<file path="src/rtl/psf_pkg.sv">
// shared constants and types for the program status flags block
package psf_pkg;
    localparam logic [7:0] PSF_PSW_ADDR = 8'hd0;
    localparam logic [7:0] PSF_PSW_RESET = 8'h00;
    localparam int PSF_MIN_ADDR_W = 8;
    localparam int PSF_BIT_IDX_W = 3;
    localparam int PSF_CY_BIT = 7;
    localparam int PSF_AC_BIT = 6;
    localparam int PSF_F0_BIT = 5;
    localparam int PSF_RS1_BIT = 4;
    localparam int PSF_RS0_BIT = 3;
    localparam int PSF_OV_BIT = 2;
    localparam int PSF_F1_BIT = 1;
    localparam int PSF_PAR_BIT = 0;
    localparam logic [2:0] PSF_PAR_IDX = 3'h0;
    localparam int PSF_AC_CHAIN = 4;
    localparam int PSF_OV_CHAIN = 7;
    localparam int PSF_CY_CHAIN = 8;
    localparam logic [3:0] PSF_BCD_DIGIT_MAX = 4'h9;
    localparam logic [8:0] PSF_DA_LOW_ADJ = 9'h006;
    localparam logic [8:0] PSF_DA_HIGH_ADJ = 9'h060;
    localparam logic [8:0] PSF_ZERO9 = 9'h000;
    localparam logic [15:0] PSF_MUL_BYTE_MAX = 16'h00ff;
    localparam logic [7:0] PSF_DIV_ZERO = 8'h00;
    localparam logic [2:0] PSF_BANK_SHIFT_PAD = 3'h0;
    localparam logic [2:0] PSF_BANK_TOP_PAD = 3'h0;
    typedef enum logic [2:0] {
        PSF_OP_ADD,
        PSF_OP_ADD_WITH_CARRY_INSTR,
        PSF_OP_SUBTRACT_WITH_BORROW_INSTR,
        PSF_OP_MUL,
        PSF_OP_DIV,
        PSF_OP_DA,
        PSF_OP_COMPARE_JUMP_INSTR
    } psf_op_t;
endpackage

</file>
<file path="src/rtl/psf_flag_calc.sv">
// combinational flag results for one datapath operation
`timescale 1ns/1ps
module psf_flag_calc (
    input wire logic i_valid,
    input wire psf_pkg::psf_op_t i_op,
    input wire logic [7:0] i_a,
    input wire logic [7:0] i_b,
    input wire logic i_cy_now,
    input wire logic i_ac_now,
    output logic o_cy,
    output logic o_ac,
    output logic o_ov,
    output logic o_upd_cy,
    output logic o_upd_ac,
    output logic o_upd_ov
);
    // carry out of bit n-1 of a+b+c, low n bits only
    function automatic logic add_cout(input logic [7:0] a, input logic [7:0] b, input logic c, input int n);
        logic [8:0] m;
        logic [8:0] s;
        m = (9'h001 << n) - 9'h001;
        s = ({1'b0, a} & m) + ({1'b0, b} & m) + {8'h00, c};
        return s[n];
    endfunction

    // borrow out of bit n-1 of a-b-c, shows as wrap into bit n
    function automatic logic sub_bout(input logic [7:0] a, input logic [7:0] b, input logic c, input int n);
        logic [8:0] m;
        logic [8:0] s;
        m = (9'h001 << n) - 9'h001;
        s = ({1'b0, a} & m) - ({1'b0, b} & m) - {8'h00, c};
        return s[n];
    endfunction

    logic cin;
    logic [15:0] prod;
    logic da_low;
    logic da_high;
    logic [8:0] da_t;
    logic [8:0] da_t2;

    always_comb begin
        cin = (i_op == psf_pkg::PSF_OP_ADD) ? 1'b0 : i_cy_now;
        prod = {8'h00, i_a} * {8'h00, i_b};
        da_low = (i_a[3:0] > psf_pkg::PSF_BCD_DIGIT_MAX) || i_ac_now;
        da_t = {1'b0, i_a} + (da_low ? psf_pkg::PSF_DA_LOW_ADJ : psf_pkg::PSF_ZERO9);
        da_high = (da_t[7:4] > psf_pkg::PSF_BCD_DIGIT_MAX) || i_cy_now || da_t[8];
        da_t2 = {1'b0, da_t[7:0]} + (da_high ? psf_pkg::PSF_DA_HIGH_ADJ : psf_pkg::PSF_ZERO9);
        o_cy = 1'b0;
        o_ac = 1'b0;
        o_ov = 1'b0;
        o_upd_cy = 1'b0;
        o_upd_ac = 1'b0;
        o_upd_ov = 1'b0;
        if (i_valid) begin
            unique case (i_op)
                psf_pkg::PSF_OP_ADD, psf_pkg::PSF_OP_ADD_WITH_CARRY_INSTR: begin
                    o_cy = add_cout(i_a, i_b, cin, psf_pkg::PSF_CY_CHAIN);
                    o_ac = add_cout(i_a, i_b, cin, psf_pkg::PSF_AC_CHAIN);
                    o_ov = o_cy ^ add_cout(i_a, i_b, cin, psf_pkg::PSF_OV_CHAIN);
                    o_upd_cy = 1'b1;
                    o_upd_ac = 1'b1;
                    o_upd_ov = 1'b1;
                end
                psf_pkg::PSF_OP_SUBTRACT_WITH_BORROW_INSTR: begin
                    o_cy = sub_bout(i_a, i_b, cin, psf_pkg::PSF_CY_CHAIN);
                    o_ac = sub_bout(i_a, i_b, cin, psf_pkg::PSF_AC_CHAIN);
                    o_ov = o_cy ^ sub_bout(i_a, i_b, cin, psf_pkg::PSF_OV_CHAIN);
                    o_upd_cy = 1'b1;
                    o_upd_ac = 1'b1;
                    o_upd_ov = 1'b1;
                end
                psf_pkg::PSF_OP_MUL: begin
                    o_ov = prod > psf_pkg::PSF_MUL_BYTE_MAX;
                    o_upd_cy = 1'b1;
                    o_upd_ov = 1'b1;
                end
                psf_pkg::PSF_OP_DIV: begin
                    o_ov = i_b == psf_pkg::PSF_DIV_ZERO;
                    o_upd_cy = 1'b1;
                    o_upd_ov = 1'b1;
                end
                psf_pkg::PSF_OP_DA: begin
                    // a carry already set stays set: the sum was already past 99
                    o_cy = i_cy_now | da_t[8] | da_t2[8];
                    o_upd_cy = 1'b1;
                end
                psf_pkg::PSF_OP_COMPARE_JUMP_INSTR: begin
                    o_cy = i_a < i_b;
                    o_upd_cy = 1'b1;
                end
                default: begin
                    o_upd_cy = 1'b0;
                end
            endcase
        end
    end
endmodule

</file>
<file path="src/rtl/psf_status_word.sv">
// program status word: arithmetic flags, user flags, bank select, parity
//
// Contract
// - add/subtract sets carry from msb carry/borrow
// - multiply or divide forces carry to zero
// - decimal adjust carry shows bcd sum overflow
// - compare-jump carry means first below second unsigned
// - half carry from low nibble carry/borrow
// - two user flags simply hold written values
// - bits 4,3 pick one of four banks
// - add overflow is carry6 xor carry7
// - subtract overflow is borrow6 xor borrow7
// - multiply overflow when product above 255
// - divide overflow only for zero divisor
// - parity tracks accumulator odd ones, read-only
// - register at d0, bit-addressable, resets to zero
`timescale 1ns/1ps
module psf_status_word #(
    parameter int ADDR_W = 8
) (
    input wire logic i_clk_sys,
    input wire logic i_rst,
    input wire logic [ADDR_W-1:0] i_addr,
    input wire logic [7:0] i_wdata,
    input wire logic i_wr,
    input wire logic i_rd,
    output logic [7:0] o_rdata,
    input wire logic [ADDR_W-1:0] i_bit_addr,
    input wire logic i_bit_val,
    input wire logic i_bit_wr,
    input wire logic i_bit_rd,
    output logic o_bit_rdata,
    input wire logic i_op_valid,
    input wire psf_pkg::psf_op_t i_op,
    input wire logic [7:0] i_opa,
    input wire logic [7:0] i_opb,
    input wire logic [7:0] i_acc,
    output logic [7:0] o_psw,
    output logic o_carry,
    output logic [1:0] o_bank_sel,
    output logic [7:0] o_bank_base
);
    if (ADDR_W < psf_pkg::PSF_MIN_ADDR_W) begin : g_addr_chk
        $error("psf_status_word: address width too small for the status register address");
    end

    localparam logic [ADDR_W-1:0] REG_ADDR = ADDR_W'(psf_pkg::PSF_PSW_ADDR);

    logic [7:1] stored_r;
    logic [7:1] stored_nxt;
    logic parity_r;
    logic [7:0] rdata_r;
    logic bit_rdata_r;
    logic [7:0] word_now;
    logic reg_hit;
    logic bit_hit;
    logic [2:0] bit_idx;
    logic calc_cy;
    logic calc_ac;
    logic calc_ov;
    logic upd_cy;
    logic upd_ac;
    logic upd_ov;

    // parity is a separate flop so no write path can reach it
    assign word_now = {stored_r, parity_r};
    assign reg_hit = i_addr == REG_ADDR;
    assign bit_hit = {i_bit_addr[ADDR_W-1:psf_pkg::PSF_BIT_IDX_W], psf_pkg::PSF_BANK_SHIFT_PAD} == REG_ADDR;
    assign bit_idx = i_bit_addr[psf_pkg::PSF_BIT_IDX_W-1:0];

    psf_flag_calc u_calc (
        .i_valid(i_op_valid),
        .i_op(i_op),
        .i_a(i_opa),
        .i_b(i_opb),
        .i_cy_now(stored_r[psf_pkg::PSF_CY_BIT]),
        .i_ac_now(stored_r[psf_pkg::PSF_AC_BIT]),
        .o_cy(calc_cy),
        .o_ac(calc_ac),
        .o_ov(calc_ov),
        .o_upd_cy(upd_cy),
        .o_upd_ac(upd_ac),
        .o_upd_ov(upd_ov)
    );

    // software first, then the datapath: a flag event in the same cycle as
    // a software write is never lost
    always_comb begin
        stored_nxt = stored_r;
        if (i_wr && reg_hit) begin
            stored_nxt = i_wdata[7:1];
        end
        if (i_bit_wr && bit_hit && (bit_idx != psf_pkg::PSF_PAR_IDX)) begin
            stored_nxt[bit_idx] = i_bit_val;
        end
        if (upd_cy) begin
            stored_nxt[psf_pkg::PSF_CY_BIT] = calc_cy;
        end
        if (upd_ac) begin
            stored_nxt[psf_pkg::PSF_AC_BIT] = calc_ac;
        end
        if (upd_ov) begin
            stored_nxt[psf_pkg::PSF_OV_BIT] = calc_ov;
        end
    end

    always_ff @(posedge i_clk_sys) begin
        if (i_rst) begin
            stored_r <= psf_pkg::PSF_PSW_RESET[7:1];
        end else begin
            stored_r <= stored_nxt;
        end
    end

    // one cycle behind the accumulator, to keep the output a flop
    always_ff @(posedge i_clk_sys) begin
        if (i_rst) begin
            parity_r <= psf_pkg::PSF_PSW_RESET[psf_pkg::PSF_PAR_BIT];
        end else begin
            parity_r <= ^i_acc;
        end
    end

    always_ff @(posedge i_clk_sys) begin
        if (i_rst) begin
            rdata_r <= psf_pkg::PSF_PSW_RESET;
        end else if (i_rd && reg_hit) begin
            rdata_r <= word_now;
        end else begin
            rdata_r <= psf_pkg::PSF_PSW_RESET;
        end
    end

    always_ff @(posedge i_clk_sys) begin
        if (i_rst) begin
            bit_rdata_r <= 1'b0;
        end else begin
            bit_rdata_r <= i_bit_rd && bit_hit && word_now[bit_idx];
        end
    end

    assign o_rdata = rdata_r;
    assign o_bit_rdata = bit_rdata_r;
    assign o_psw = word_now;
    assign o_carry = stored_r[psf_pkg::PSF_CY_BIT];
    assign o_bank_sel = stored_r[psf_pkg::PSF_RS1_BIT:psf_pkg::PSF_RS0_BIT];
    assign o_bank_base = {psf_pkg::PSF_BANK_TOP_PAD, o_bank_sel, psf_pkg::PSF_BANK_SHIFT_PAD};

    // independent reference arithmetic for the checks below
    logic chk_cin;
    logic [8:0] chk_sum9;
    logic [7:0] chk_sum7;
    logic [4:0] chk_sum4;
    logic [8:0] chk_dif9;
    logic [7:0] chk_dif7;
    logic [4:0] chk_dif4;
    logic [15:0] chk_prod;
    logic chk_is_add;

    always_comb begin
        chk_is_add = (i_op == psf_pkg::PSF_OP_ADD) || (i_op == psf_pkg::PSF_OP_ADD_WITH_CARRY_INSTR);
        chk_cin = (i_op == psf_pkg::PSF_OP_ADD) ? 1'b0 : o_carry;
        chk_sum9 = {1'b0, i_opa} + {1'b0, i_opb} + {8'h00, chk_cin};
        chk_sum7 = {1'b0, i_opa[6:0]} + {1'b0, i_opb[6:0]} + {7'h00, chk_cin};
        chk_sum4 = {1'b0, i_opa[3:0]} + {1'b0, i_opb[3:0]} + {4'h0, chk_cin};
        chk_dif9 = {1'b0, i_opa} - {1'b0, i_opb} - {8'h00, chk_cin};
        chk_dif7 = {1'b0, i_opa[6:0]} - {1'b0, i_opb[6:0]} - {7'h00, chk_cin};
        chk_dif4 = {1'b0, i_opa[3:0]} - {1'b0, i_opb[3:0]} - {4'h0, chk_cin};
        chk_prod = {8'h00, i_opa} * {8'h00, i_opb};
    end

    a_add_carry: assert property (@(posedge i_clk_sys) disable iff (i_rst)
        (i_op_valid && chk_is_add) |=> (o_carry == $past(chk_sum9[8])))
        else $error("carry wrong after add");

    a_sub_carry: assert property (@(posedge i_clk_sys) disable iff (i_rst)
        (i_op_valid && i_op == psf_pkg::PSF_OP_SUBTRACT_WITH_BORROW_INSTR) |=> (o_carry == $past(chk_dif9[8])))
        else $error("carry wrong after subtract");

    a_muldiv_carry: assert property (@(posedge i_clk_sys) disable iff (i_rst)
        (i_op_valid && (i_op == psf_pkg::PSF_OP_MUL || i_op == psf_pkg::PSF_OP_DIV)) |=> !o_carry)
        else $error("carry not cleared by multiply or divide");

    a_da_carry: assert property (@(posedge i_clk_sys) disable iff (i_rst)
        (i_op_valid && i_op == psf_pkg::PSF_OP_DA && (o_carry || i_opa > 8'h99)) |=> o_carry)
        else $error("decimal adjust lost carry");

    a_cmp_carry: assert property (@(posedge i_clk_sys) disable iff (i_rst)
        (i_op_valid && i_op == psf_pkg::PSF_OP_COMPARE_JUMP_INSTR) |=> (o_carry == $past(i_opa < i_opb)))
        else $error("compare carry wrong");

    a_half_add: assert property (@(posedge i_clk_sys) disable iff (i_rst)
        (i_op_valid && chk_is_add) |=> (o_psw[psf_pkg::PSF_AC_BIT] == $past(chk_sum4[4])))
        else $error("half carry wrong after add");

    a_half_sub: assert property (@(posedge i_clk_sys) disable iff (i_rst)
        (i_op_valid && i_op == psf_pkg::PSF_OP_SUBTRACT_WITH_BORROW_INSTR) |=> (o_psw[psf_pkg::PSF_AC_BIT] == $past(chk_dif4[4])))
        else $error("half borrow wrong after subtract");

    a_user_hold: assert property (@(posedge i_clk_sys) disable iff (i_rst)
        (!(i_wr && reg_hit) && !(i_bit_wr && bit_hit)) |=>
        $stable({o_psw[psf_pkg::PSF_F0_BIT], o_psw[psf_pkg::PSF_F1_BIT], o_bank_sel}))
        else $error("user or bank bits changed without a write");

    a_user_write: assert property (@(posedge i_clk_sys) disable iff (i_rst)
        (i_wr && reg_hit && !i_bit_wr) |=> (o_psw[7:1] & 7'h1d) == ($past(i_wdata[7:1]) & 7'h1d))
        else $error("written user or bank bits not kept");

    a_bank_base: assert property (@(posedge i_clk_sys) disable iff (i_rst)
        (i_wr && reg_hit && !i_bit_wr) |=> (o_bank_base == {3'h0, $past(i_wdata[4:3]), 3'h0}))
        else $error("bank base does not follow bank select");

    a_ov_add: assert property (@(posedge i_clk_sys) disable iff (i_rst)
        (i_op_valid && chk_is_add) |=> (o_psw[psf_pkg::PSF_OV_BIT] == $past(chk_sum9[8] ^ chk_sum7[7])))
        else $error("overflow wrong after add");

    a_ov_sub: assert property (@(posedge i_clk_sys) disable iff (i_rst)
        (i_op_valid && i_op == psf_pkg::PSF_OP_SUBTRACT_WITH_BORROW_INSTR) |=>
        (o_psw[psf_pkg::PSF_OV_BIT] == $past(chk_dif9[8] ^ chk_dif7[7])))
        else $error("overflow wrong after subtract");

    a_ov_mul: assert property (@(posedge i_clk_sys) disable iff (i_rst)
        (i_op_valid && i_op == psf_pkg::PSF_OP_MUL) |=> (o_psw[psf_pkg::PSF_OV_BIT] == $past(chk_prod > 16'h00ff)))
        else $error("overflow wrong after multiply");

    a_ov_div: assert property (@(posedge i_clk_sys) disable iff (i_rst)
        (i_op_valid && i_op == psf_pkg::PSF_OP_DIV) |=> (o_psw[psf_pkg::PSF_OV_BIT] == $past(i_opb == 8'h00)))
        else $error("overflow wrong after divide");

    a_parity_track: assert property (@(posedge i_clk_sys) disable iff (i_rst)
        1'b1 |=> (o_psw[0] == $past(^i_acc)))
        else $error("parity does not follow accumulator");

    a_reset_clear: assert property (@(posedge i_clk_sys)
        i_rst |=> (o_psw[7:1] == 7'h00 && o_bank_base == 8'h00))
        else $error("status word not cleared by reset");

    a_read_back: assert property (@(posedge i_clk_sys) disable iff (i_rst)
        (i_rd && reg_hit) |=> (o_rdata[7:1] == $past(o_psw[7:1])))
        else $error("register read does not return status word");

    // read data stands one cycle only, zero otherwise
    a_rdata_idle: assert property (@(posedge i_clk_sys) disable iff (i_rst)
        !(i_rd && reg_hit) |=> (o_rdata == 8'h00))
        else $error("read data not zero outside a read");

    a_read_parity: assert property (@(posedge i_clk_sys) disable iff (i_rst)
        (i_rd && reg_hit) |=> (o_rdata[0] == $past(o_psw[0])))
        else $error("read does not return current parity");

    a_bit_read: assert property (@(posedge i_clk_sys) disable iff (i_rst)
        (i_bit_rd && bit_hit) |=> (o_bit_rdata == $past(word_now[bit_idx])))
        else $error("bit read returns wrong value");

    a_bit_idle: assert property (@(posedge i_clk_sys) disable iff (i_rst)
        !(i_bit_rd && bit_hit) |=> !o_bit_rdata)
        else $error("bit read data set outside a bit read");

    // only checked without a datapath op, which may own the same flag
    a_bit_write: assert property (@(posedge i_clk_sys) disable iff (i_rst)
        (i_bit_wr && bit_hit && (bit_idx != psf_pkg::PSF_PAR_IDX) && !i_op_valid) |=>
        (o_psw[$past(bit_idx)] == $past(i_bit_val)))
        else $error("bit write not applied");

    a_ac_untouched: assert property (@(posedge i_clk_sys) disable iff (i_rst)
        (i_op_valid && (i_op == psf_pkg::PSF_OP_MUL || i_op == psf_pkg::PSF_OP_DIV ||
        i_op == psf_pkg::PSF_OP_DA || i_op == psf_pkg::PSF_OP_COMPARE_JUMP_INSTR) && !i_wr && !i_bit_wr) |=>
        $stable(o_psw[psf_pkg::PSF_AC_BIT]))
        else $error("half carry changed by an op that keeps it");

    a_ov_untouched: assert property (@(posedge i_clk_sys) disable iff (i_rst)
        (i_op_valid && (i_op == psf_pkg::PSF_OP_DA || i_op == psf_pkg::PSF_OP_COMPARE_JUMP_INSTR) && !i_wr && !i_bit_wr) |=>
        $stable(o_psw[psf_pkg::PSF_OV_BIT]))
        else $error("overflow changed by an op that keeps it");

    a_wr_elsewhere: assert property (@(posedge i_clk_sys) disable iff (i_rst)
        (i_wr && !reg_hit && !i_bit_wr && !i_op_valid) |=> $stable(o_psw[7:1]))
        else $error("write to another address changed the status word");

    a_idle_hold: assert property (@(posedge i_clk_sys) disable iff (i_rst)
        (!i_wr && !i_bit_wr && !i_op_valid) |=> $stable(o_psw[7:1]))
        else $error("stored bits changed with no write or op");

    a_reset_reads: assert property (@(posedge i_clk_sys)
        i_rst |=> (o_rdata == 8'h00 && !o_bit_rdata))
        else $error("read outputs not cleared by reset");
endmodule

</file>
<file path="config.mk">
export PLATFORM = sky130hd
export DESIGN_NAME = psf_status_word
export DESIGN_NICKNAME = d
export VERILOG_FILES = /design/src/rtl/psf_pkg.sv /design/src/rtl/psf_flag_calc.sv /design/src/rtl/psf_status_word.sv
export SDC_FILE = /design/constraint.sdc
export NUM_CORES = 1
export LEC_CHECK = 0
export BUFFER_PORTS_ARGS = -buffer_cell sky130_fd_sc_hd__buf_2
export CORE_MARGIN = 4
export CORE_UTILIZATION = 55
export CTS_CLUSTER_SIZE = 10
export DETAILED_ROUTE_END_ITERATION = 12
export GPL_ROUTABILITY_DRIVEN = 0
export GPL_TIMING_DRIVEN = 0
export HOLD_SLACK_MARGIN = 0.15
export PLACE_DENSITY = 0.81
export SYNTH_ARGS = -nofsm -noshare
export SYNTH_HDL_FRONTEND = slang
export SYNTH_SLANG_ARGS = --single-unit
</file>
<file path="constraint.sdc">
create_clock -name i_clk_sys -period 6.49 [get_ports i_clk_sys]
set_input_delay 0.3245 -clock i_clk_sys [delete_from_list [all_inputs] [get_ports i_clk_sys]]
set_output_delay 0.3245 -clock i_clk_sys [all_outputs]
set_load 0.1 [all_outputs]
</file>
# Yosys cells after proc, flatten, opt, wreduce, memory -nomap -nowiden

Cells that the tools add are included.

Register bits after elaboration: 17
Latch bits: 0
RAM bits: 0
Memory bits (read-only): 0
Bits of input ports: 59
Output and inout port bits: 28
Word-level logic and storage cells: 82
Memories: 0

$add $sub $neg: 14
Multiply operators: 1
Div/mod/pow operators: 0
Order comparisons: 6
Equal/unequal tests: 8
Shift-type cells: 0
Mux-type cells: 25
Bitwise logic cells: 5
Reduce and logical (&&, ||, !) cells: 19

Operators by type and width:

| kind                                                                   | count |
|---|---|
| 7-bit two-way mux                                                      | 3 |
| 8-bit by 9-bit adder with 9-bit output                                 | 2 |
| 16-bit by 8-bit > comparator with 1-bit output (second input constant) | 1 |
| 8-bit by 8-bit multiplier with 16-bit output                           | 1 |
| 1-bit two-way mux                                                      | 15 |
| 8-bit by 8-bit adder with 9-bit output                                 | 1 |
| 9-bit by 1-bit adder with 9-bit output                                 | 1 |
| 3-bit == test (second input constant)                                  | 3 |
| 8-bit by 8-bit subtractor with 9-bit output                            | 1 |
| 9-bit by 1-bit subtractor with 9-bit output                            | 1 |
| 7-bit by 7-bit adder with 8-bit output                                 | 1 |
| 8-bit by 1-bit adder with 8-bit output                                 | 1 |
| 8-bit == test (second input constant)                                  | 1 |
| 4-bit > comparator (second input constant)                             | 2 |
| 8-bit logical NOT                                                      | 1 |
| 8-bit < comparator                                                     | 1 |
| 1-bit case mux with 4 select lines                                     | 2 |
| 8-bit parity                                                           | 1 |
| 7-bit by 7-bit subtractor with 8-bit output                            | 1 |
| 8-bit by 1-bit subtractor with 8-bit output                            | 1 |
| 7-bit bitwise mux                                                      | 1 |
| 1-bit logical AND                                                      | 7 |
| 7-bit OR reduction                                                     | 1 |
| 3-bit by 2-bit == test with 1-bit output (second input constant)       | 2 |
| 21 further kinds                                                       | 26 |

# Longest topological paths before layout

Gate-level depths: netlist of the first run.

Depth in word-level cells: 13
Mapped depth: 18
Mapped depth without buffers: 18

# Hierarchy

A second synthesis of the first run with hierarchy kept.

Cell total of the unflattened synthesis: 487
Area, all modules: 4,011.3 µm²

By module, submodules not included:

| module          | instances | cells each | area each (µm²) | seq. area each (µm²) |
|---|---|---|---|---|
| psf_flag_calc   | 1         | 385        | 3,004.1         | 0.0 |
| psf_status_word | 1         | 102        | 1,007.2         | 340.3 |

# Worst setup path after synthesis of the first run

Ideal clock, no wire load.

Path kind: input-to-reg
Start: in i_opa[1]
End: reg stored_r[2] (netlist name)
Data arrival time: 4,362 ps
Data required time: 6,354 ps
Slack: 1,992 ps
Cell stages on the path: 16
Cell sequence: buf_2 -> and2_1 -> fa_1 -> fa_1 -> fa_1 -> inv_1 -> fa_1 -> inv_1 -> ha_1 -> or2_1 -> a211o_1 -> o211ai_2 -> xor2_1 -> o2111ai_1 -> o41ai_2 -> a41oi_1

Cells in the longest elaborated chain, start to end: 6
Elaborated cells on any way between the ends: 15
Those cells by class: add/sub (8); mul (1); order compare (1); mux (3); bitwise (2)

RTL lines:

| element                                                                                              | RTL line               | RTL |
|---|---|---|
| start: declaration                                                                                   | psf_status_word.sv:35  | `input wire logic [7:0] i_opa,` |
| parallel branches: the longest is 3 deep, another holds 8-bit by 8-bit multiplier with 16-bit output | --                     |  |
| 1-bit case mux with 4 select lines *                                                                 | psf_flag_calc.sv:56    | `unique case (i_op)` |
| 1-bit two-way mux *                                                                                  | psf_flag_calc.sv:55    | `if (i_valid) begin` |
| 1-bit two-way mux *                                                                                  | psf_status_word.sv:102 | `if (upd_ov) begin` |
| end signal: assignment                                                                               | psf_status_word.sv:109 | `stored_r <= psf_pkg::PSF_PSW_RESET[7:1];` |
| end signal: assignment                                                                               | psf_status_word.sv:111 | `stored_r <= stored_nxt;` |
| end: declaration                                                                                     | psf_status_word.sv:49  | `logic [7:1] stored_r;` |

Mark *: on every way between the ends.
A chain may end at the register's enable or synchronous reset.

# Worst setup path in the final report of the first run

Ends and elaborated chain as after synthesis.

==> impl_metrics.py, run 1 <==
metrics = {
    "pwr": {
        "p_leak_nw": 2.438,
        "ir_drop_v": 0.0002723,
        "cellPowerDensity_nw_per_um2": 185.8,
    },
    "route": {
        "first_pass_iters": 5,
        "drc_errors": 0,
        "routedWlPerCell_um": 13.77,
        "wl_um": 9170,
        "ant_nets": 0,
        "vias_per_cell": 5.344,
        "dr.first_iter.drc_count": 192,
        "vias": 3559,
    },
    "global_route": {
        "grt_overflow": 0,
        "grt_usage_pct": 22.10,
        "grt_max_degree": 11,
        "grt_pass1_wl_um": 15810,
        "first_global_vias": 3512,
        "antenna_found_initial": 0,
    },
    "timing": {
        "hold_viol": 0,
        "skew_ns": 0.002239,
        "fmax_ghz": 0.2078,
        "finalCritPeriodShare_pct": 74.13,
        "setup_viol": 0,
        "tightest_slew_ns": 0.5203,
        "rsz0062_at_grt": "false",
        "fin_crit_ns": 4.811,
        "finalSetupTns_ns": 0,
        "worst_slew_margin_rel_pct": 65.23,
        "slew_viol_final": 0,
    },
    "floorplanning": {
        "ios": 87,
        "die_x_um": 92.37,
        "die_y_um": 92.37,
        "design.core.area_um2": 6869,
        "rows": 30,
        "start_util_pct": 56.99,
        "dieArea_um2": 8532,
    },
    "logic_synthesis": {
        "yosysSeqAreaShare_pct": 8.693,
        "ys_seq_elements": 17,
        "synth.distinct_cells": 59,
        "synth_area_per_cell_um2": 8.072,
        "yosysWarnings": 0,
        "synth_edf_count": 0,
        "ys_async_sr_fraction_pct": 0,
        "syn_inst": 485,
        "yosys_most_used_dff": "dfxtp_1",
        "netlist_area_um2": 3915,
    },
    "layout": {
        "mostFrequentLayoutCell": "buf_2",
        "final_util_pct": 65.21,
        "syn_to_final_growth_pct": 14.41,
        "final_area_um2": 4479,
        "drive_gt1_share_pct": 18.60,
        "antenna_cells": 0,
        "final_cell_count_no_fill": 666,
        "nets": 733,
        "final_cell_mix": "buf_2, inv_1, nor2_1",
    },
    "clock_network": {
        "cts_resized": 0,
        "cts_tree": "done",
        "clock_latency_ns": 0.25,
        "post_cts_buffers": 0,
        "cts_root_buf": "clkbuf_8",
        "ctsHoldBuffers": 0,
        "clockBufferDepth": 2,
        "cts.sinks": 17,
        "htreeDepth": 1,
        "cts.clk_slew.worst_paths_ns": 0.06,
        "cts_buffers": 3,
    },
    "critical_path": {
        "startpoint_type": "input pin",
        "critPathMaxFanout": 10,
        "criticalPathCategory": "input pin to register",
        "worstSetupEndpointType": "register",
        "worstPathArrival_ns": 4.94,
        "required_ns": 6.61,
    },
    "placement": {
        "placed_cell_area_um2": 4434,
        "dp_hpwl_um": 7942,
        "io_buffer_count": 76,
        "dp_cells": 662,
    },
    "flow_run": {
        "drv_cap": 0,
    },
    "worst_hold_path": {
        "hold_class": "input pin to register",
    },
    "outcome": {
        "status": "complete, no violations",
    },
}
[worst paths after layout]
check                   start           to  slack (ns)  cells after the start
hold reg to reg      parity_r   o_rdata[0]        0.51                      1
setup / recovery     i_opa[1]  stored_r[2]        1.68                     17
setup reg to reg  stored_r[6]  stored_r[7]        3.73                     12
hold / removal     i_op_valid  stored_r[2]        0.33                      2
[cells in the mapped netlist, drive strengths merged, types with 2 or more instances]
cell type / instances / area share [%]
inv: 81 / 7.8
nor2: 66 / 6.3
ha: 65 / 21
fa: 38 / 19
nand2: 24 / 2.3
a21oi: 21 / 2.7
o21ai: 18 / 2.3
dfxtp: 17 / 8.7
and2: 15 / 2.4
buf: 15 / 2.7
xnor2: 14 / 3.1
mux2i: 11 / 2.8
nor3: 10 / 1.3
a211oi: 8 / 1.8
nor2b: 7 / 1.1
nand2b: 6 / 0.96
nand3: 6 / 0.77
xor2: 5 / 1.1
nor4: 4 / 0.64
o211ai: 4 / 1.0
a21o: 3 / 0.58
a31oi: 3 / 0.48
and4b: 3 / 0.77
clkbuf: 3 / 0.29
nand3b: 3 / 0.58
nand4: 3 / 0.48
or3: 3 / 0.48
a31o: 2 / 0.45
o21a: 2 / 0.38
o21bai: 2 / 0.38
[metrics by stage]
step | total power [mW] | setup slack (ns) | hold slack [ns]
finish | 0.8325 | 1.679 | 0.3303
global route | 0.9236 | 1.451 | 0.3558
CTS | 0.8357 | 1.678 | 0.3269
detailed placement | 0.7497 | 1.449 | 0.4921
global placement | 0.7262 | 1.474 | 0.4753
floorplan | 0.6149 | 1.992 | 0.4139
[routing by layer]
| layer | part of all wire, % | vias to the layer above | track usage [%] |
|---|---|---|---|
| met1 | 44 | 1667 | 29.54 |
| met3 | 4.8 | 17 | 1.381 |
| met4 | 2.1 | 0 | 5.941 |
| li1 | - | 1759 | - |
| met5 | 0 | - | 0 |
| met2 | 49 | 116 | 38.73 |
[registers in the layout, indices dropped and copies added, names as in the netlist]
| name | cells |
|---|---|
| o_bit_rdata | 1 |
| o_rdata | 8 |
| parity_r | 1 |
| stored_r | 7 |
[worst max-delay path: stages]
cell,delay [ns]
buf_2,0.13
buf_2,0.18
and2_1,0.19
fa_1,0.50
fa_1,0.53
fa_1,0.56
inv_1,0.06
fa_1,0.53
inv_1,0.04
ha_1,0.32
or2_1,0.26
a211o_1,0.32
o211ai_2,0.09
xor2_1,0.18
o2111ai_1,0.15
o41ai_2,0.40
a41oi_1,0.15
[final cells by class]
type / instances / area [µm²]
sequential: 17 / 340.3
fill: 588 / 2390
inverter: 82 / 307.8
tap: 96 / 120.1
multi-input combinational: 373 / 3167
clock buffer: 4 / 45.04
timing repair buffer: 76 / 380.4
buffer: 18 / 118.9
[kinds of logic after synthesis]
| logic type | Yosys count | share of synthesized area [%] |
|---|---|---|
| AO/OA/AOI/OAI | 77 | 13.39 |
| XOR/XNOR | 19 | 4.251 |
| adder cells (fa/ha/maj) | 103 | 40.20 |
| buffers and inverters | 100 | 10.90 |
| flip-flops | 17 | 8.693 |
| multiplexers | 11 | 2.813 |
| other | 1 | 0.09579 |
| AND/OR/NAND/NOR | 157 | 19.66 |
[power breakdown]
part | leakage, nW | switching, mW | internal [mW] | total [mW]
Combinational | 2.28 | 0.379 | 0.263 | 0.641
Clock | 0.0228 | 0.0371 | 0.0436 | 0.0807
Sequential | 0.138 | 0.00318 | 0.107 | 0.110
Power figures use the tool's default switching activity.
==> inputs of run 2 (changes only) <==
--- a/config.mk
+++ b/config.mk
@@ -7,13 +7,13 @@
 export LEC_CHECK = 0
 export BUFFER_PORTS_ARGS = -buffer_cell sky130_fd_sc_hd__buf_2
 export CORE_MARGIN = 4
-export CORE_UTILIZATION = 55
+export CORE_UTILIZATION = 51
 export CTS_CLUSTER_SIZE = 10
 export DETAILED_ROUTE_END_ITERATION = 12
 export GPL_ROUTABILITY_DRIVEN = 0
 export GPL_TIMING_DRIVEN = 0
 export HOLD_SLACK_MARGIN = 0.15
-export PLACE_DENSITY = 0.81
+export PLACE_DENSITY = 0.79
 export SYNTH_ARGS = -nofsm -noshare
 export SYNTH_HDL_FRONTEND = slang
 export SYNTH_SLANG_ARGS = --single-unit
==> constraint.sdc (replaced) <==
create_clock -name i_clk_sys -period 3.9 [get_ports i_clk_sys]
set_input_delay 0.195 -clock i_clk_sys [delete_from_list [all_inputs] [get_ports i_clk_sys]]
set_output_delay 0.195 -clock i_clk_sys [all_outputs]
set_load 0.1 [all_outputs]
==> run 2 against run 1 <==
  * The flow now finishes with violations (setup timing)
  * Core utilization grew 2.5 points
  * Highest routed layer unchanged
  * Clock power up 66%
  * Critical path type unchanged
  * Sequential power rose by 66%
  * Non-clock buffer count up 24
  * Critical endpoint unchanged
  * Largest cell class unchanged
==> impl_metrics.py, run 2 (synthesis results as in run 1) <==
metrics = {
    "outcome": {
        "status": "finished with violations",
        "violations": "setup timing",
    },
    "critical_path": {
        "crit_path_max_incr_delay_ns": 0.56,
        "cp_slowest_cell": "fa_1",
        "worstPathArrival_ns": 4.40,
        "worstSetupEndpointType": "register",
        "path_buf_inv": 4,
        "critPathMaxFanout": 8,
        "cp_cell_sequence": "clkbuf_4, nand2_1, fa_1, fa_1, inv_1, fa_1, inv_1, fa_1, inv_2, ha_4, nor2_2, o21ai_2, a2111oi_4, nor3_2, xor2_1, o41ai_4, a41oi_2",
        "cp_top_family": "adder cells",
        "reg2reg_setup_slack_ns": 1.05,
        "path_common_cell": "fa_1",
        "required_ns": 4.03,
        "startpoint_type": "input pin",
        "criticalPathCategory": "input pin to register",
    },
    "route": {
        "vias": 3760,
        "routedWlPerCell_um": 15.43,
        "wl_um": 10690,
        "dr.first_iter.drc_count": 182,
        "first_pass_iters": 5,
        "vias_per_cell": 5.426,
        "ant_nets": 0,
        "drc_errors": 0,
    },
    "timing": {
        "tightest_slew_ns": 0.5224,
        "worst_slew_margin_rel_pct": 65.08,
        "fmax_ghz": 0.2340,
        "skew_ns": 0.0009313,
        "fin_crit_ns": 4.273,
        "hold_viol": 0,
        "setup_ws_ns": -0.3728,
        "finalCritPeriodShare_pct": 109.6,
        "slew_viol_final": 0,
        "setup_viol": 1,
        "rsz0062_at_grt": "true",
    },
    "clock_network": {
        "cts_tree": "done",
        "cts.sinks": 17,
        "clockBufferDepth": 2,
        "clock_latency_ns": 0.26,
        "cts.clk_slew.worst_paths_ns": 0.07,
        "htreeDepth": 1,
        "cts_root_buf": "clkbuf_8",
        "cts_buffers": 3,
    },
    "placement": {
        "dp_cells": 665,
        "io_buffer_count": 76,
        "dp_hpwl_um": 8189,
    },
    "flow_run": {
        "drv_cap": 0,
    },
    "layout": {
        "final_cell_count_no_fill": 693,
        "final_cell_mix": "buf_2, inv_1, ha_1",
        "syn_to_final_growth_pct": 27.52,
        "mostFrequentLayoutCell": "buf_2",
        "drive_gt1_share_pct": 28.96,
        "nets": 757,
        "seqCellArea_um2": 340.3,
        "fill_cells": 604,
        "largest_register_ffs": 8,
        "antenna_cells": 0,
        "multiInputGateArea_um2": 3346,
    },
    "pwr": {
        "ir_drop_v": 0.0004961,
        "cellPowerDensity_nw_per_um2": 331.8,
        "finalPower_mw": 1.656,
        "p_leak_nw": 2.568,
    },
    "worst_hold_path": {
        "hold_class": "input pin to register",
    },
    "global_route": {
        "grt_usage_pct": 22.10,
        "antenna_found_initial": 0,
        "first_global_vias": 3626,
        "grt_overflow": 0,
        "grt_pass1_wl_um": 16300,
        "grt_max_degree": 11,
    },
    "floorplanning": {
        "dieArea_um2": 9142,
        "rows": 31,
        "die_x_um": 95.62,
        "design.core.area_um2": 7370,
        "die_y_um": 95.62,
        "start_util_pct": 53.12,
        "ios": 87,
    },
}
-- run 2: final timing paths --
check / from / endpoint / depth (start not counted)
worst max-delay path: i_opb[7] / stored_r[2] / 17
worst min-delay path: i_op_valid / stored_r[2] / 2
worst max register to register: stored_r[6] / stored_r[7] / 12
worst min register to register: parity_r / o_rdata[0] / 1
-- run 2: through the flow --
stage / hold slack, ns / instance area, µm² / setup TNS [ns] / setup WS (ns) / util, %
after floorplan: 0.2844 / 4043 / -0.05705 / -0.05705 / -
after global placement: 0.4842 / 4547 / -0.6577 / -0.6577 / 61.70
after detailed placement: 0.4883 / 4547 / -0.7615 / -0.7615 / 61.70
after CTS: 0.2349 / 4742 / -0.4255 / -0.4255 / 64.35
after global routing: 0.2412 / 4992 / -0.5779 / -0.5779 / 67.74
final: 0.2316 / 4992 / -0.3728 / -0.3728 / 67.74
-- run 2: per-layer routing --
metal | GRT usage [%] | part of all wire, %
met5 | 0 | 0
met4 | 5.095 | 2.0
met3 | 2.684 | 6.6
met2 | 39.09 | 51
met1 | 28.63 | 41
-- run 2: final cells by class --
type	instances	area share [%]
Buffer	18	2.506
Clock buffer	3	0.8271
Clock inverter	1	0.1003
Inverter	82	6.892
Multi-Input combinational cell	373	67.02
Sequential cell	17	6.817
Tap cell	99	2.481
Timing Repair Buffer	100	13.36
-- run 2: power by group --
part	internal [mW]	switching, mW
Combinational	0.591	0.748
Clock	0.0711	0.0634
Sequential	0.178	0.00511
Total	0.840	0.816
-- run 2: what timing repair did --
action / in CTS / in global routing
resized for setup: 18 / 43
pin swaps: 7 / 18
setup buffers: 11 / 13
setup endpoints to repair: 1 / 1
hold buffers: 0 / 0
==> inputs of run 3 (changes only) <==
--- a/config.mk
+++ b/config.mk
@@ -5,7 +5,8 @@
 export SDC_FILE = /design/constraint.sdc
 export NUM_CORES = 1
 export LEC_CHECK = 0
-export BUFFER_PORTS_ARGS = -buffer_cell sky130_fd_sc_hd__buf_2
+export ABC_CLOCK_PERIOD_IN_PS = 3900
+export BUFFER_PORTS_ARGS = -buffer_cell sky130_fd_sc_hd__buf_4
 export CORE_MARGIN = 4
 export CORE_UTILIZATION = 51
 export CTS_CLUSTER_SIZE = 10
==> run 3 against run 2 <==
  * The flow still finishes with violations (setup timing)
  * Maximum frequency decreased by 0.30%
  * Power decreased by 2.6%
  * Core utilization increased by 1.0 points
  * Largest power group unchanged
  * Die area unchanged
  * Sequential cell count unchanged
  * Via count decreased by 2.4%
==> impl_metrics.py, run 3 (synthesis results as in run 1) <==
metrics = {
    "outcome": {
        "status": "finished with violations",
        "violations": "setup timing",
    },
    "floorplanning": {
        "start_util_pct": 53.12,
        "rows": 31,
        "die_x_um": 95.62,
        "design.core.area_um2": 7370,
        "dieArea_um2": 9142,
        "die_y_um": 95.62,
        "ios": 87,
    },
    "clock_network": {
        "cts_buffers": 3,
        "clockBufferDepth": 2,
        "cts_root_buf": "clkbuf_8",
        "clock_latency_ns": 0.24,
        "cts.clk_slew.worst_paths_ns": 0.06,
        "cts_tree": "done",
        "cts.sinks": 17,
        "htreeDepth": 1,
    },
    "global_route": {
        "grt_overflow": 0,
        "grt_max_degree": 15,
        "antenna_found_initial": 0,
        "grt_pass1_wl_um": 17120,
        "first_global_vias": 3717,
        "grt_usage_pct": 23.10,
    },
    "critical_path": {
        "worstPathArrival_ns": 4.40,
        "required_ns": 4.01,
        "worstSetupEndpointType": "register",
        "rr_startpoint": "stored_r[6]",
        "startpoint_type": "input pin",
        "critPathMaxFanout": 6,
        "criticalPathCategory": "input pin to register",
        "startpoint": "i_opb[2]",
    },
    "route": {
        "routedWlPerCell_um": 15.18,
        "wl_um": 10460,
        "first_pass_iters": 5,
        "dr.first_iter.drc_count": 124,
        "drc_errors": 0,
        "vias_per_cell": 5.325,
        "vias": 3669,
        "ant_nets": 0,
    },
    "placement": {
        "dp_hpwl_um": 8511,
        "dp_cells": 665,
        "placed_cell_area_um2": 4737,
        "dp_slack_ns": -0.7162,
        "io_buffer_count": 76,
    },
    "layout": {
        "largest_register_ffs": 8,
        "antenna_cells": 0,
        "mostFrequentLayoutCell": "buf_4",
        "final_area_um2": 5069,
        "nets": 753,
        "final_util_pct": 68.78,
        "fill_cells": 615,
        "drive_gt1_share_pct": 28.14,
        "syn_to_final_growth_pct": 29.47,
        "final_cell_count_no_fill": 689,
        "final_cell_mix": "buf_4, inv_1, ha_1",
    },
    "pwr": {
        "finalPower_mw": 1.614,
        "p_leak_nw": 2.562,
        "ir_drop_v": 0.0004037,
        "cellPowerDensity_nw_per_um2": 318.4,
    },
    "timing": {
        "finalSetupTns_ns": -0.3857,
        "finalCritPeriodShare_pct": 109.9,
        "setup_ws_ns": -0.3857,
        "slew_viol_final": 0,
        "hold_slack_ns": 0.1925,
        "rsz0062_at_grt": "true",
        "skew_ns": 0.002296,
        "setup_viol": 1,
        "fin_crit_ns": 4.286,
        "worst_slew_margin_rel_pct": 66.29,
        "hold_viol": 0,
        "tightest_slew_ns": 0.5043,
        "fmax_ghz": 0.2333,
    },
    "worst_hold_path": {
        "hold_class": "input pin to register",
        "min-delay-start": "i_bit_addr[1]",
    },
    "flow_run": {
        "drv_cap": 0,
    },
}
## run 3: cell types whose count changed in the layout (fill, tap and decap cells not counted), moves of 4 or more
cell | before | now
buf_4 | 35 | 103
inv_2 | 9 | 5
buf_2 | 65 | 1
clkbuf_4 | 4 | 0
buf_12 | 4 | 0
## run 3: worst paths after layout
path                            slack (ns)          end  depth (start not counted)
worst max-delay path                 -0.39  stored_r[2]                         18
worst min-delay path                  0.19  o_bit_rdata                          2
worst max register to register        1.23  stored_r[7]                         12
worst min register to register        0.51   o_rdata[0]                          1
## run 3: report_power, final
group / internal, mW / leakage, nW / switching [mW]
clock: 0.0723 / 0.0228 / 0.0554
combinational: 0.577 / 2.40 / 0.725
sequential: 0.178 / 0.138 / 0.00549
total: 0.828 / 2.56 / 0.786
## run 3: critical path, stage by stage
cell and delay [ns]:
buf_6 0.11, clkinvlp_4 0.14, buf_4 0.16, nor2_2 0.13, fa_1 0.46, fa_1 0.52
fa_1 0.50, inv_1 0.05, fa_1 0.49, inv_2 0.05, ha_4 0.23, a211o_1 0.31
o211ai_2 0.09, buf_4 0.15, o21ai_2 0.06, xnor2_2 0.16, o41ai_4 0.44, a41oi_2 0.14
## run 3: cell type report
cell class | count | area [µm²] | area share (%)
well taps | 99 | 123.9 | 2.444
plain buffers | 17 | 113.9 | 2.246
repair buffers | 97 | 758.2 | 14.96
flip-flops and latches | 17 | 340.3 | 6.714
multi-input cells | 373 | 3337 | 65.84
clock buffers | 4 | 45.04 | 0.8887
inverters | 82 | 350.3 | 6.912
## run 3: timing repair
action / 4_1_cts / 5_1_grt
pin swaps: 14 / 13
cloned: 0 / 0
buffers inserted: 13 / 8
gates resized for setup: 21 / 14
hold buffers: 0 / 0
endpoints found under the setup margin: 1 / 1
## run 3: per-layer routing
layer | wire length, µm | part of all wire, % | vias to the layer above | track usage (%)
met2 | 5271 | 50 | 133 | 40.59
met3 | 671 | 6.4 | 16 | 2.684
li1 | - | - | 1794 | -
met4 | 174 | 1.7 | 0 | 4.147
met1 | 4340 | 42 | 1726 | 30.68
met5 | 0 | 0 | - | 0
